--- src/supply_trip_detector_defs.svh ---
/*
  Constants of the supply trip detector: register byte addresses, field positions,
  reset values and interrupt bit positions.
  Assumes it is included by bare name from the package and the design file.
*/
`ifndef SUPPLY_TRIP_DETECTOR_DEFS_SVH
`define SUPPLY_TRIP_DETECTOR_DEFS_SVH

// ----------------------------------------
// Register byte addresses
// ----------------------------------------
`define ADDR_CONTROL 16'h2920
`define ADDR_CONTROL_CLEAR 16'h2924
`define ADDR_CONTROL_SET 16'h2928
`define ADDR_CONTROL_INVERT 16'h292c
`define ADDR_IRQ_STATUS 16'h2930
`define ADDR_IRQ_MASK 16'h2934

// ----------------------------------------
// Control field positions
// ----------------------------------------
`define BIT_POWER_ENABLE 15
`define BIT_STOP_IN_IDLE 13
`define BIT_CROSSING_DIRECTION 11
`define BIT_BANDGAP_STABLE 10
`define BIT_REFERENCE_STABLE 9
`define BIT_DETECT_EVENT 8
`define TRIP_LEVEL_MSB 3
`define TRIP_LEVEL_LSB 0

// Bits that software may write; all others are read-only or read as zero
`define CONTROL_WRITE_MASK 32'h0000a80f
`define CONTROL_RESET 32'h00000000

// ----------------------------------------
// Trip level codes and interrupt status bits
// ----------------------------------------
`define TRIP_CODE_EXTERNAL 4'hf
`define TRIP_CODE_LOWEST_VALID 4'h5
`define IRQ_BIT_DETECT 0
`define IRQ_BIT_REF_LOST 1
`define IRQ_WIDTH 2
`define IRQ_RESET 2'h0

`endif

--- src/supply_trip_detector_pkg.sv ---
/*
  Types of the supply trip detector: the control register image and the bundle of
  signals sent to the analog comparator.
  Assumes the constants header is on the include path.
*/
`include "supply_trip_detector_defs.svh"

package supply_trip_detector_pkg;

  // Writable control fields as held in flip-flops
  typedef struct packed {
    logic power_enable;
    logic stop_in_idle;
    logic crossing_direction;
    logic [3:0] trip_level_code;
  } control_t;

  // Drive towards the analog comparator and reference
  typedef struct packed {
    logic enable;
    logic rising;
    logic external_sense;
    logic [3:0] level;
  } analog_ctrl_t;

  // Detector operating state
  typedef enum logic [1:0] {
    ST_OFF,
    ST_WAIT_REF,
    ST_ARMED,
    ST_HALTED
  } detect_state_t;

endpackage

--- src/supply_trip_detector.sv ---
/*
  Supply trip detector control: register port, control register with clear, set and
  toggle aliases, synchroniser for the analog flags, crossing detection, sticky
  interrupt status with mask, and the drive of the analog comparator.
  Assumes a single 10 MHz clock, analog flags that are asynchronous to it, and a
  register master that issues one-cycle strobes and never waits.
*/
// Design decision made here: strobed register access.
// Behaviour
// Flag set on crossing in chosen direction
// Enabled flag raises interrupt request output
// Bit 15 powers detector; off means no events
// Bit 13 halts detector during idle
// Bit 11 picks rising or falling crossing
// Bit 10 read-only band-gap stable flag
// Bit 9 reference stable gates interrupt flag
// Software avoids enabling interrupt before reference stable
// Bit 8 shows detection event active
// Code 1111 routes external input to comparator
// Bits 3..0 trip code sent to comparator
// Software never programs codes 0100 to 0000
// Unimplemented control bits read as zero
// Clear, set, toggle aliases at 0x4/0x8/0xC
// Synchronise analog flags, detect qualifying transition
`timescale 1ns/100ps
`include "supply_trip_detector_defs.svh"

module supply_trip_detector #(
  parameter int SYNC_STAGES = 2
) (
  input wire logic CLOCK,
  input wire logic RST,
  input wire logic [15:0] ADDR,
  input wire logic [31:0] WDATA,
  input wire logic WR,
  input wire logic RD,
  output logic [31:0] RDATA,
  input wire logic IDLE_MODE,
  input wire logic TRIP_CROSSED,
  input wire logic BANDGAP_STABLE,
  input wire logic REFERENCE_STABLE,
  output logic ANALOG_ENABLE,
  output logic ANALOG_RISING,
  output logic EXTERNAL_SENSE_SELECT,
  output logic [3:0] ANALOG_LEVEL,
  output logic IRQ
);

  // ----------------------------------------
  // Local helpers
  // ----------------------------------------
  // Control register image as seen on a read
  function automatic logic [31:0] control_image(
    input supply_trip_detector_pkg::control_t c,
    input logic bg, input logic rs, input logic ev);
    logic [31:0] v;
    v = 32'h00000000;
    v[`BIT_POWER_ENABLE] = c.power_enable;
    v[`BIT_STOP_IN_IDLE] = c.stop_in_idle;
    v[`BIT_CROSSING_DIRECTION] = c.crossing_direction;
    v[`BIT_BANDGAP_STABLE] = bg;
    v[`BIT_REFERENCE_STABLE] = rs;
    v[`BIT_DETECT_EVENT] = ev;
    v[`TRIP_LEVEL_MSB:`TRIP_LEVEL_LSB] = c.trip_level_code;
    return v;
  endfunction

  // Writable fields extracted from a 32-bit word
  function automatic supply_trip_detector_pkg::control_t control_fields(
    input logic [31:0] w);
    supply_trip_detector_pkg::control_t c;
    c.power_enable = w[`BIT_POWER_ENABLE];
    c.stop_in_idle = w[`BIT_STOP_IN_IDLE];
    c.crossing_direction = w[`BIT_CROSSING_DIRECTION];
    c.trip_level_code = w[`TRIP_LEVEL_MSB:`TRIP_LEVEL_LSB];
    return c;
  endfunction

  // ----------------------------------------
  // Declarations
  // ----------------------------------------
  supply_trip_detector_pkg::control_t ctrl_q;
  supply_trip_detector_pkg::control_t ctrl_d;
  supply_trip_detector_pkg::detect_state_t state_q;
  supply_trip_detector_pkg::detect_state_t state_d;
  supply_trip_detector_pkg::analog_ctrl_t analog_d;
  supply_trip_detector_pkg::analog_ctrl_t analog_q;
  logic [2:0] sync_q [SYNC_STAGES];
  logic crossed_s;
  logic bandgap_s;
  logic refstable_s;
  logic crossed_prev_q;
  logic refstable_prev_q;
  logic event_active_q;
  logic [`IRQ_WIDTH-1:0] irq_status_q;
  logic [`IRQ_WIDTH-1:0] irq_mask_q;
  logic [`IRQ_WIDTH-1:0] irq_set;
  logic detect_pulse;
  logic ref_lost_pulse;
  logic running;
  logic [31:0] ctrl_word;
  logic [31:0] wr_bits;
  logic [31:0] rdata_d;

  // ----------------------------------------
  // Synchroniser for the analog flags
  // ----------------------------------------
  // Only the last stage is looked at; earlier stages may be metastable
  always_ff @(posedge CLOCK or posedge RST) begin
    if (RST) begin
      sync_q[0] <= 3'h0;
    end else begin
      sync_q[0] <= {TRIP_CROSSED, BANDGAP_STABLE, REFERENCE_STABLE};
    end
  end

  genvar gi;
  generate
    for (gi = 1; gi < SYNC_STAGES; gi++) begin : g_sync
      always_ff @(posedge CLOCK or posedge RST) begin
        if (RST) begin
          sync_q[gi] <= 3'h0;
        end else begin
          sync_q[gi] <= sync_q[gi-1];
        end
      end
    end
  endgenerate

  assign crossed_s = sync_q[SYNC_STAGES-1][2];
  assign bandgap_s = sync_q[SYNC_STAGES-1][1];
  assign refstable_s = sync_q[SYNC_STAGES-1][0];

  // ----------------------------------------
  // Control register and its aliases
  // ----------------------------------------
  // Read-only flags are masked out of every write, so writes to them do nothing
  always_comb begin
    ctrl_word = control_image(ctrl_q, 1'b0, 1'b0, 1'b0);
    wr_bits = WDATA & `CONTROL_WRITE_MASK;
    ctrl_d = ctrl_q;
    if (WR) begin
      case (ADDR)
        `ADDR_CONTROL: ctrl_d = control_fields(wr_bits);
        `ADDR_CONTROL_CLEAR: ctrl_d = control_fields(ctrl_word & ~wr_bits);
        `ADDR_CONTROL_SET: ctrl_d = control_fields(ctrl_word | wr_bits);
        `ADDR_CONTROL_INVERT: ctrl_d = control_fields(ctrl_word ^ wr_bits);
        default: ctrl_d = ctrl_q;
      endcase
    end
  end

  always_ff @(posedge CLOCK or posedge RST) begin
    if (RST) begin
      ctrl_q <= control_fields(`CONTROL_RESET);
    end else begin
      ctrl_q <= ctrl_d;
    end
  end

  // ----------------------------------------
  // Detector state
  // ----------------------------------------
  // Off when disabled, halted in idle if asked, waits for a stable reference
  always_comb begin
    case (state_q)
      supply_trip_detector_pkg::ST_OFF: state_d = supply_trip_detector_pkg::ST_WAIT_REF;
      supply_trip_detector_pkg::ST_WAIT_REF:
        state_d = refstable_s ? supply_trip_detector_pkg::ST_ARMED
                              : supply_trip_detector_pkg::ST_WAIT_REF;
      supply_trip_detector_pkg::ST_ARMED:
        state_d = refstable_s ? supply_trip_detector_pkg::ST_ARMED
                              : supply_trip_detector_pkg::ST_WAIT_REF;
      supply_trip_detector_pkg::ST_HALTED: state_d = supply_trip_detector_pkg::ST_WAIT_REF;
      default: state_d = supply_trip_detector_pkg::ST_OFF;
    endcase
    if (!ctrl_q.power_enable) begin
      state_d = supply_trip_detector_pkg::ST_OFF;
    end else if (ctrl_q.stop_in_idle && IDLE_MODE) begin
      state_d = supply_trip_detector_pkg::ST_HALTED;
    end
  end

  always_ff @(posedge CLOCK or posedge RST) begin
    if (RST) begin
      state_q <= supply_trip_detector_pkg::ST_OFF;
    end else begin
      state_q <= state_d;
    end
  end

  assign running = (state_q == supply_trip_detector_pkg::ST_ARMED);

  // ----------------------------------------
  // Crossing detection
  // ----------------------------------------
  // The comparator flag already reflects direction; a rising edge of it is a crossing.
  // Edge history restarts whenever the detector is not armed, so a level already
  // high at arming counts as a fresh crossing.
  always_ff @(posedge CLOCK or posedge RST) begin
    if (RST) begin
      crossed_prev_q <= 1'b0;
      refstable_prev_q <= 1'b0;
    end else begin
      crossed_prev_q <= running & crossed_s;
      refstable_prev_q <= refstable_s;
    end
  end

  assign detect_pulse = running & crossed_s & ~crossed_prev_q;
  assign ref_lost_pulse = ctrl_q.power_enable & refstable_prev_q & ~refstable_s;

  // Event status follows the qualified comparator level
  always_ff @(posedge CLOCK or posedge RST) begin
    if (RST) begin
      event_active_q <= 1'b0;
    end else begin
      event_active_q <= running & crossed_s;
    end
  end

  // ----------------------------------------
  // Interrupt status and mask
  // ----------------------------------------
  assign irq_set = {ref_lost_pulse, detect_pulse};

  // Read of status clears it; a new event in the same cycle still wins
  always_ff @(posedge CLOCK or posedge RST) begin
    if (RST) begin
      irq_status_q <= `IRQ_RESET;
    end else if (RD && ADDR == `ADDR_IRQ_STATUS) begin
      irq_status_q <= irq_set;
    end else begin
      irq_status_q <= irq_status_q | irq_set;
    end
  end

  always_ff @(posedge CLOCK or posedge RST) begin
    if (RST) begin
      irq_mask_q <= `IRQ_RESET;
    end else if (WR && ADDR == `ADDR_IRQ_MASK) begin
      irq_mask_q <= WDATA[`IRQ_WIDTH-1:0];
    end
  end

  // Registered so the output comes straight from a flip-flop; one cycle behind status
  always_ff @(posedge CLOCK or posedge RST) begin
    if (RST) begin
      IRQ <= 1'b0;
    end else begin
      IRQ <= |(irq_status_q & irq_mask_q);
    end
  end

  // ----------------------------------------
  // Analog comparator drive
  // ----------------------------------------
  always_comb begin
    analog_d.enable = ctrl_q.power_enable &&
                      state_q != supply_trip_detector_pkg::ST_HALTED;
    analog_d.rising = ctrl_q.crossing_direction;
    analog_d.external_sense = (ctrl_q.trip_level_code == `TRIP_CODE_EXTERNAL);
    analog_d.level = ctrl_q.trip_level_code;
  end

  always_ff @(posedge CLOCK or posedge RST) begin
    if (RST) begin
      analog_q <= '0;
    end else begin
      analog_q <= analog_d;
    end
  end

  assign ANALOG_ENABLE = analog_q.enable;
  assign ANALOG_RISING = analog_q.rising;
  assign EXTERNAL_SENSE_SELECT = analog_q.external_sense;
  assign ANALOG_LEVEL = analog_q.level;

  // ----------------------------------------
  // Read port
  // ----------------------------------------
  // Unmapped addresses and aliases read as zero
  always_comb begin
    rdata_d = 32'h00000000;
    if (RD) begin
      case (ADDR)
        `ADDR_CONTROL: rdata_d = control_image(ctrl_q, bandgap_s & ctrl_q.power_enable,
                                               refstable_s & ctrl_q.power_enable,
                                               event_active_q);
        `ADDR_IRQ_STATUS: rdata_d = {30'h00000000, irq_status_q};
        `ADDR_IRQ_MASK: rdata_d = {30'h00000000, irq_mask_q};
        default: rdata_d = 32'h00000000;
      endcase
    end
  end

  always_ff @(posedge CLOCK or posedge RST) begin
    if (RST) begin
      RDATA <= 32'h00000000;
    end else begin
      RDATA <= rdata_d;
    end
  end

endmodule

--- config.mk ---
export PLATFORM = sky130hd
export DESIGN_NAME = supply_trip_detector
export DESIGN_NICKNAME = d
export VERILOG_FILES = /design/src/supply_trip_detector_pkg.sv /design/src/supply_trip_detector.sv
export VERILOG_INCLUDE_DIRS = /design/src
export SDC_FILE = /design/constraint.sdc
export NUM_CORES = 1
export LEC_CHECK = 0
export BUFFER_PORTS_ARGS = -buffer_cell sky130_fd_sc_hd__buf_2
export CAP_MARGIN = 5
export CORE_MARGIN = 2
export CORE_UTILIZATION = 50
export CTS_BUF_LIST = sky130_fd_sc_hd__clkbuf_16
export CTS_CLUSTER_DIAMETER = 30
export DETAILED_ROUTE_END_ITERATION = 16
export PLACE_DENSITY = 0.85
export SLEW_MARGIN = 25
export SYNTH_ARGS = -nofsm -noshare
export SYNTH_HDL_FRONTEND = slang
export SYNTH_SLANG_ARGS = --single-unit
--- constraint.sdc ---
create_clock -name CLOCK -period 2.25 [get_ports CLOCK]
set_clock_uncertainty 0.05 [all_clocks]
set_input_delay 0.45 -clock CLOCK [delete_from_list [all_inputs] [get_ports CLOCK]]
set_output_delay 0.45 -clock CLOCK [all_outputs]
set_load 0.1 [all_outputs]
Word level (Yosys, flattened, before mapping)
Index checks and enable logic that the tools add are counted.
{ "classes": {"reduce_logical": 10, "eq_ne": 11, "mux": 8, "bitwise_logic": 14} }
{ "op_table": {"columns": ["operator", "count"], "rows": [
  ["$eq 16x14->1 const B", 6],
  ["$pmux 16 s3", 1],
  ["$pmux 7 s4", 1],
  ["$and 16x16->16", 1],
  ["$mux 16", 1],
  ["$not 16->16", 1],
  ["$or 16x16->16", 1],
  ["$xor 16x16->16", 1],
  ["$mux 2", 4],
  ["$and 1x1->1", 6],
  ["$reduce_or 2->1", 3],
  ["$eq 2x2->1 const B", 2],
  ["$eq 4x4->1 const B", 1],
  ["$logic_and 1x1->1", 4],
  ["$pmux 2 s2", 1],
  ["$reduce_bool 4->1", 1],
  ["$and 2x2->2", 1],
  ["$eq 2x1->1 const B", 1],
  ["$logic_not 2->1", 1],
  ["$ne 2x2->1 const B", 1],
  ["$not 1->1", 2],
  ["$or 2x2->2", 1],
  ["$reduce_and 2->1", 1]
]} }
{ "word_totals": {"regBits": 61, "input_bits": 56, "out_inout_bits": 40, "elab_cells": 60} }

Depth between registers and ports, before layout
Gate-level depths: netlist of run 1.
{ "logic_depth": {"word_depth": 5, "ltp_mapped": 5, "ltp_nobuf": 5} }

Worst setup path before layout of run 1
No wires, ideal clock.
{ "synth_timing": {"kind": "input -> register", "from": "input port ADDR[12]", "to": "register irq_mask_q[0]", "stages": 4, "setup_ns": 0.125, "slack_ns": 0.078, "n_path_buf": 0, "arrival_ns": 1.997, "path_cell_list": "or4b_4 -> nor4b_4 -> and4_4 -> mux2_4"} }
{ "synth_between": {"elab_chain_cells": 2} }
{ "synth_rtl": {"columns": ["element", "line_no", "rtl"], "rows": [
  ["from (decl)", "supply_trip_detector.sv:33", "input wire logic [15:0] ADDR,"],
  ["$eq 16x14->1", null, null],
  ["$logic_and 1x1->1 (no source line)", null, null],
  ["to (signal assigned)", "supply_trip_detector.sv:240", "irq_mask_q <= `IRQ_RESET;"],
  ["to (signal assigned)", "supply_trip_detector.sv:242", "irq_mask_q <= WDATA[`IRQ_WIDTH-1:0];"],
  ["to (decl)", "supply_trip_detector.sv:96", "logic [`IRQ_WIDTH-1:0] irq_mask_q;"]
]} }
No other way between the ends.
A chain may end at the register's enable or synchronous reset.

Worst setup path in the final report of run 1
{ "layout_timing": {"from": "input port ADDR[12]", "to": "register irq_status_q[0]"} }
{ "layout_between": {"elab_chain_cells": 3} }
{ "layout_rtl": {"columns": ["element", "line_no", "rtl"], "rows": [
  ["$eq 16x14->1", null, null],
  ["$logic_and 1x1->1 (no source line)", null, null],
  ["$mux 2", "supply_trip_detector.sv:231", "end else if (RD && ADDR == `ADDR_IRQ_STATUS) begin"],
  ["to (signal assigned)", "supply_trip_detector.sv:230", "irq_status_q <= `IRQ_RESET;"],
  ["to (signal assigned)", "supply_trip_detector.sv:232", "irq_status_q <= irq_set;"],
  ["to (signal assigned)", "supply_trip_detector.sv:234", "irq_status_q <= irq_status_q | irq_set;"],
  ["to (decl)", "supply_trip_detector.sv:95", "logic [`IRQ_WIDTH-1:0] irq_status_q;"]
]} }
No other way between the ends.

==> impl_metrics.yaml, run 1 <==
outcome:
  result_of_the_run: "completed"
sta:
  clock.fmax_mhz: 502.3
  rsz0062_at_grt: "false"
  final-setup-viol-count: 0
  final.hold.worst_slack_ns: 0.2233
  report.final.hold_viol_count: 0
  post-route-min-period_ns: 1.991
  min_period_over_period_pct: 88.48
  maxSlewViolCount: 0
  setup-tns-final_ns: 0
synthesis:
  ys.flop_type: "sky130_fd_sc_hd__dfrtp_1"
  synth_top_cell_area_share_pct: 46.85
  synth_warn: 0
  syn-cell-area_um2: 2083
  synthesis.area_per_instance_um2: 10.96
  async_flop_share_pct: 100.0
  synth.yosys.seq_area_share_pct: 46.85
  yosysTopAreaCell: "sky130_fd_sc_hd__dfrtp_1"
  synth.top_cells.by_count: "sky130_fd_sc_hd__dfrtp_1 (39), sky130_fd_sc_hd__buf_4 (22), sky130_fd_sc_hd__inv_1 (20), sky130_fd_sc_hd__a21oi_1 (18)"
  syn_inst: 190
  synth-edff-count: 0
  synth_top_cells_by_area: "sky130_fd_sc_hd__dfrtp_1 (47%), sky130_fd_sc_hd__ha_1 (9.6%), sky130_fd_sc_hd__buf_4 (7.9%)"
  synth.lib_cells_used.distinct: 33
  ys_seq_elements: 39
  synthMostInstantiatedCell: "sky130_fd_sc_hd__dfrtp_1"
routing:
  drt_first_iter_violations: 53
  routed_wl_um: 4399
  wl_per_cell_um: 14.86
  route.detailed.drc: 0
  detail-route-antenna-nets: 0
  drt_first_pass_iters: 5
  post_drt_via_cell_ratio: 5.091
  via_count: 1507
worst_setup_path:
  cp-start-kind: "input pin"
  worst_r2r_end: "ctrl_q[6]$_DFFE_PP0P_"
  worst_reg2reg_startpoint: "ctrl_q[6]$_DFFE_PP0P_"
  critical_path_required_ns: 2.36
  worstRegToRegCells: 5
  timing_worst_setup_path_type: "input pin to register"
  worst_setup_ep_type: "register"
  regToRegSetupSlack_ns: 0.87
  arrival_ns: 2.10
  path_max_fanout: 7
floorplan:
  die_h_um: 68.55
  die_x_extent_um: 68.55
  core_area_um2: 4000
  ios: 96
  fp.dieArea_um2: 4699
  rows: 23
  initial_core_utilization_pct: 52.08
worst_hold_path:
  hold_path.class: "input pin to register"
  hold_path_end: "sync_q[3]$_DFF_PP0_"
  min_delay_path_depth: 1
  worstHoldStart: "REFERENCE_STABLE"
clock_tree:
  cts_tree: "built"
  cts_root_buf: "sky130_fd_sc_hd__clkbuf_16"
  cts.path.max_buffers: 2
  clk-insertion-delay-late_ns: 0.28
  post_cts_setup_inserts: 0
  cts.htree.levels: 2
  cts.repair.resized: 0
  cts.reportedPaths.clkPinSlew_ns: 0.06
  numCtsBuffers: 5
  ctsHoldBuffers: 0
  cts_sinks: 39
placement:
  numPortBuffers: 48
  dp_hpwl_um: 2952
  place_area_um2: 2333
  routabilityCongestion: 0.7748
cells_and_area:
  final_core_utilization_pct: 63.06
  areaGrowthSynthToFinish_pct: 21.08
  drive_gt1_share_pct: 32.11
  n_antenna_cell: 0
  final_design_area_no_fill_um2: 2522
  finalNetCount: 317
global_route:
  pin_count_of_the_biggest_net_entering_global_routing: 40
  grtUsageTotal_pct: 20.17
  antenna_violations_before_repair: 0
  number_of_global_route_vias_before_repair: 1456
  global_route_wire_length_before_repair_um: 6686
  overflow: 0
power_and_ir_drop:
  leakage_uw: 0.001356
  powerDensity_nw_per_um2: 742.6
  vdd_ir_drop_max_mv: 0.3577
run:
  max_capacitance_violation_total: 0
cells by family (layout without fill, tap and decap cells):
| logic type | Yosys count | in the layout | synth area share [%] |
|---|---|---|---|
| and+or+nand+nor | 48 | 48 | 15.01 |
| buffers and inverters | 46 | 81 | 12.31 |
| DFF | 39 | 39 | 46.85 |
| AOI/OAI and AO/OA | 29 | 29 | 9.730 |
| adders and majority gates | 16 | 16 | 9.610 |
| muxes | 11 | 11 | 6.306 |
| other | 1 | 22 | 0.1800 |
worst max-delay path by stage:
stage / startpoint / to / cells after the start / slack [ns]
final: ADDR[12] / irq_status_q[0]$_DFF_PP0_ / 6 / 0.26
after global routing: ADDR[12] / RDATA[10]$_DFF_PP0_ / 6 / 0.22
after CTS: ADDR[12] / irq_status_q[0]$_DFF_PP0_ / 6 / 0.25
after detailed placement: ADDR[12] / irq_status_q[0]$_DFF_PP0_ / 6 / 0.002
after global placement: ADDR[12] / RDATA[10]$_DFF_PP0_ / 6 / 0.06
after floorplan: ADDR[12] / irq_mask_q[0]$_DFFE_PP0P_ / 4 / 0.08
power by group:
part	total (uW)	internal, uW	switching, uW
Clock	899	631	268
Combinational	261	41.4	220
Sequential	713	709	3.78
Total	1870	1380	492
critical path: stages:
cell,delay [ns]
sky130_fd_sc_hd__buf_2,0.09
sky130_fd_sc_hd__or4b_4,0.58
sky130_fd_sc_hd__nor4b_4,0.32
sky130_fd_sc_hd__buf_4,0.20
sky130_fd_sc_hd__nand4_1,0.17
sky130_fd_sc_hd__a22o_1,0.29
routing by layer:
metal | vias to the layer above | wire [um] | GRT usage (%)
li1 | 715 | - | -
met1 | 737 | 1796 | 22.04
met2 | 50 | 2308 | 37.02
met3 | 5 | 247 | 6.169
met4 | 0 | 47 | 6.250
met5 | - | 0 | 0
flip-flops by register name (all words and copies together) (netlist names), 2 cells and up:
name,flops
ANALOG_LEVEL,4
sync_q,3
ctrl_q,2
irq_mask_q,2
state_q,2
RDATA,10
analog_d,5
irq_status_q,2
layout by cell type, fill, tap and decap left out, types with 2 or more instances in the layout:
cell type,synthesis,routed
sky130_fd_sc_hd__buf_2,1,48
sky130_fd_sc_hd__dfrtp_1,39,39
sky130_fd_sc_hd__conb_1,1,22
sky130_fd_sc_hd__inv_1,20,21
sky130_fd_sc_hd__a21oi_1,18,18
sky130_fd_sc_hd__nand2_1,16,16
sky130_fd_sc_hd__ha_1,16,16
sky130_fd_sc_hd__mux2_2,9,9
sky130_fd_sc_hd__o2111a_1,7,7
sky130_fd_sc_hd__and2_1,7,7
sky130_fd_sc_hd__nand3_1,5,5
sky130_fd_sc_hd__clkbuf_16,0,5
sky130_fd_sc_hd__nor2_1,4,4
sky130_fd_sc_hd__buf_4,22,4
sky130_fd_sc_hd__mux2_4,2,2
sky130_fd_sc_hd__and3_1,2,2
sky130_fd_sc_hd__a22o_1,2,2
sky130_fd_sc_hd__bufinv_16,0,2
area by class of cell:
cell class / instances / area [um^2]
fill: 324 / 1478
tap: 50 / 62.56
timing repair buffer: 53 / 290.3
inverter: 20 / 75.07
sequential: 39 / 975.9
clock buffer: 5 / 125.1
multi-input combinational: 126 / 929.6
clock inverter: 3 / 63.81
through the flow:
stage	worst slack, ns	power (uW)	std cells
CTS	0.2528	1879	296
global route	0.2184	1928	296
finish	0.2591	1873	296
detailed placement	0.002183	983.9	288
global placement	0.06117	978.5	288
floorplan	0.07836	966.2	211
Note: power is estimated with default switching activity, not from simulation.
==> run 2: changes to the inputs <==
--- a/config.mk
+++ b/config.mk
@@ -9,11 +9,11 @@
 export BUFFER_PORTS_ARGS = -buffer_cell sky130_fd_sc_hd__buf_2
 export CAP_MARGIN = 5
 export CORE_MARGIN = 2
-export CORE_UTILIZATION = 50
-export CTS_BUF_LIST = sky130_fd_sc_hd__clkbuf_16
+export CORE_UTILIZATION = 52
+export CTS_BUF_LIST = sky130_fd_sc_hd__clkbuf_8
 export CTS_CLUSTER_DIAMETER = 30
 export DETAILED_ROUTE_END_ITERATION = 16
-export PLACE_DENSITY = 0.85
+export PLACE_DENSITY = 0.88
 export SLEW_MARGIN = 25
 export SYNTH_ARGS = -nofsm -noshare
 export SYNTH_HDL_FRONTEND = slang
==> run 2 against run 1 <==
Net effect: clock-buffer cell count unchanged; global-route usage grew 0.28 points; critical path depth unchanged; critical path type unchanged; critical endpoint is now RDATA[9]$_DFF_PP0_; highest routed layer unchanged.
==> impl_metrics.yaml, run 2 (same netlist as run 1, synthesis figures left out) <==
outcome:
  result_of_the_run: "completed"
sta:
  post-route-min-period_ns: 1.895
  clock.fmax_mhz: 527.6
  rsz0062_at_grt: "false"
  min_period_over_period_pct: 84.24
  setup-tns-final_ns: 0
  maxSlewViolCount: 0
  report.final.hold_viol_count: 0
  final-setup-viol-count: 0
routing:
  drt_first_iter_violations: 99
  drt_first_pass_iters: 4
  post_drt_via_cell_ratio: 5.047
  wl_per_cell_um: 14.06
  routed_wl_um: 4161
  via_count: 1494
  route.detailed.drc: 0
  detail-route-antenna-nets: 0
placement:
  numPortBuffers: 48
  dp_hpwl_um: 2912
  routabilityCongestion: 0.7592
cells_and_area:
  largest_reg_flops: 10
  largest-register: "RDATA"
  final_core_utilization_pct: 62.69
  drive_gt1_share_pct: 32.11
  num-fill-cells: 320
  areaGrowthSynthToFinish_pct: 17.78
  commonest_cells_after_routing_fill_and_taps_aside: "sky130_fd_sc_hd__buf_2 (48), sky130_fd_sc_hd__dfrtp_1 (39), sky130_fd_sc_hd__conb_1 (22)"
  leading_cell_type_in_the_layout_fill_and_taps_excluded: "sky130_fd_sc_hd__buf_2"
  n_antenna_cell: 0
  finalNetCount: 317
worst_setup_path:
  arrival_ns: 2.08
  critical_path_required_ns: 2.43
  regToRegSetupSlack_ns: 0.84
  worst_setup_ep_type: "register"
  path_max_fanout: 8
  timing_worst_setup_path_type: "input pin to register"
  cpLargestDelayFamily: "simple AND/OR/NAND/NOR gates"
  worst_path_largest_cell_delay_ns: 0.58
  cp-start-kind: "input pin"
  critPathSlowestCell: "sky130_fd_sc_hd__or4b_4"
  critical_path.n_buffers_inverters: 2
  cp_cell_sequence: "buf_2, or4b_4, nor4b_4, buf_4, and3_2, and3_1"
floorplan:
  die_x_extent_um: 67.30
  core_area_um2: 3914
  initial_core_utilization_pct: 53.23
  die_h_um: 67.30
  rows: 23
  ios: 96
  fp.dieArea_um2: 4529
power_and_ir_drop:
  leakage_uw: 0.001327
  vdd_ir_drop_max_mv: 0.3846
  powerDensity_nw_per_um2: 673.9
clock_tree:
  post_cts_setup_inserts: 0
  cts.path.max_buffers: 2
  numCtsBuffers: 5
  clk-insertion-delay-late_ns: 0.30
  cts_root_buf: "sky130_fd_sc_hd__clkbuf_8"
  cts.reportedPaths.clkPinSlew_ns: 0.08
  ctsHoldBuffers: 0
  cts_tree: "built"
  cts_sinks: 39
  cts.repair.resized: 0
  cts.htree.levels: 2
global_route:
  global_route_wire_length_before_repair_um: 6617
  overflow: 0
  number_of_global_route_vias_before_repair: 1446
  antenna_violations_before_repair: 0
  pin_count_of_the_biggest_net_entering_global_routing: 40
  grtUsageTotal_pct: 20.45
run:
  max_capacitance_violation_total: 0
worst_hold_path:
  hold_path.class: "input pin to register"
-- run 2: cell counts in the layout (fill, tap and decap cells not counted) --
Identical to the previous run, type by type.
-- run 2: area by class of cell --
cell class	instances	area, um^2	area share, %
flip-flops and latches	39	975.9	39.78
clock buffers	5	68.82	2.805
clock inverters	3	63.81	2.601
repair buffers	53	277.8	11.32
well taps	50	62.56	2.550
multi-input cells	126	929.6	37.89
inverters	20	75.07	3.060
-- run 2: worst reg2reg max path: stages (launching register included) --
cell,delay (ns)
sky130_fd_sc_hd__dfrtp_1,0.45
sky130_fd_sc_hd__inv_1,0.13
sky130_fd_sc_hd__ha_1,0.29
sky130_fd_sc_hd__mux2_2,0.27
sky130_fd_sc_hd__nand2_1,0.06
sky130_fd_sc_hd__a21oi_1,0.05
-- run 2: where the power goes --
group,internal [uW],switching [uW]
sequential,708,3.39
clock,439,244
combinational,41.3,219
-- run 2: worst paths after layout --
path / from / endpoint / depth (start not counted)
worst min-delay path: REFERENCE_STABLE / sync_q[3]$_DFF_PP0_ / 1
worst max register to register: ctrl_q[6]$_DFFE_PP0P_ / ctrl_q[6]$_DFFE_PP0P_ / 5
worst max-delay path: ADDR[12] / RDATA[9]$_DFF_PP0_ / 6
max in group asynchronous: RST / EXTERNAL_SENSE_SELECT$_DFF_PP0_ / 3
worst min register to register: sync_q[5]$_DFF_PP0_ / crossed_s$_DFF_PP0_ / 0
min in group asynchronous: RST / RDATA[10]$_DFF_PP0_ / 3
-- run 2: through the flow --
| step | hold slack (ns) | cell area, um^2 | instances | total power (uW) | worst slack (ns) |
|---|---|---|---|---|---|
| detailed placement | 0.2879 | 2321 | 288 | 983.5 | 0.06014 |
| CTS | 0.1991 | 2454 | 296 | 1663 | 0.3502 |
| global route | 0.1939 | 2454 | 296 | 1705 | 0.2865 |
| global placement | 0.2836 | 2321 | 288 | 978.2 | 0.06738 |
| finish | 0.2030 | 2454 | 296 | 1653 | 0.3546 |
| floorplan | 0.2812 | 2162 | 211 | 966.2 | 0.07836 |
-- run 2: per-layer routing --
| metal | vias up | global-route usage [%] | share of wire (%) |
|---|---|---|---|
| met4 | 0 | 10.46 | 2.9 |
| met2 | 46 | 34.78 | 52 |
| li1 | 712 | - | - |
| met5 | - | 0 | 0 |
| met3 | 11 | 6.000 | 5.8 |
| met1 | 725 | 23.28 | 40 |
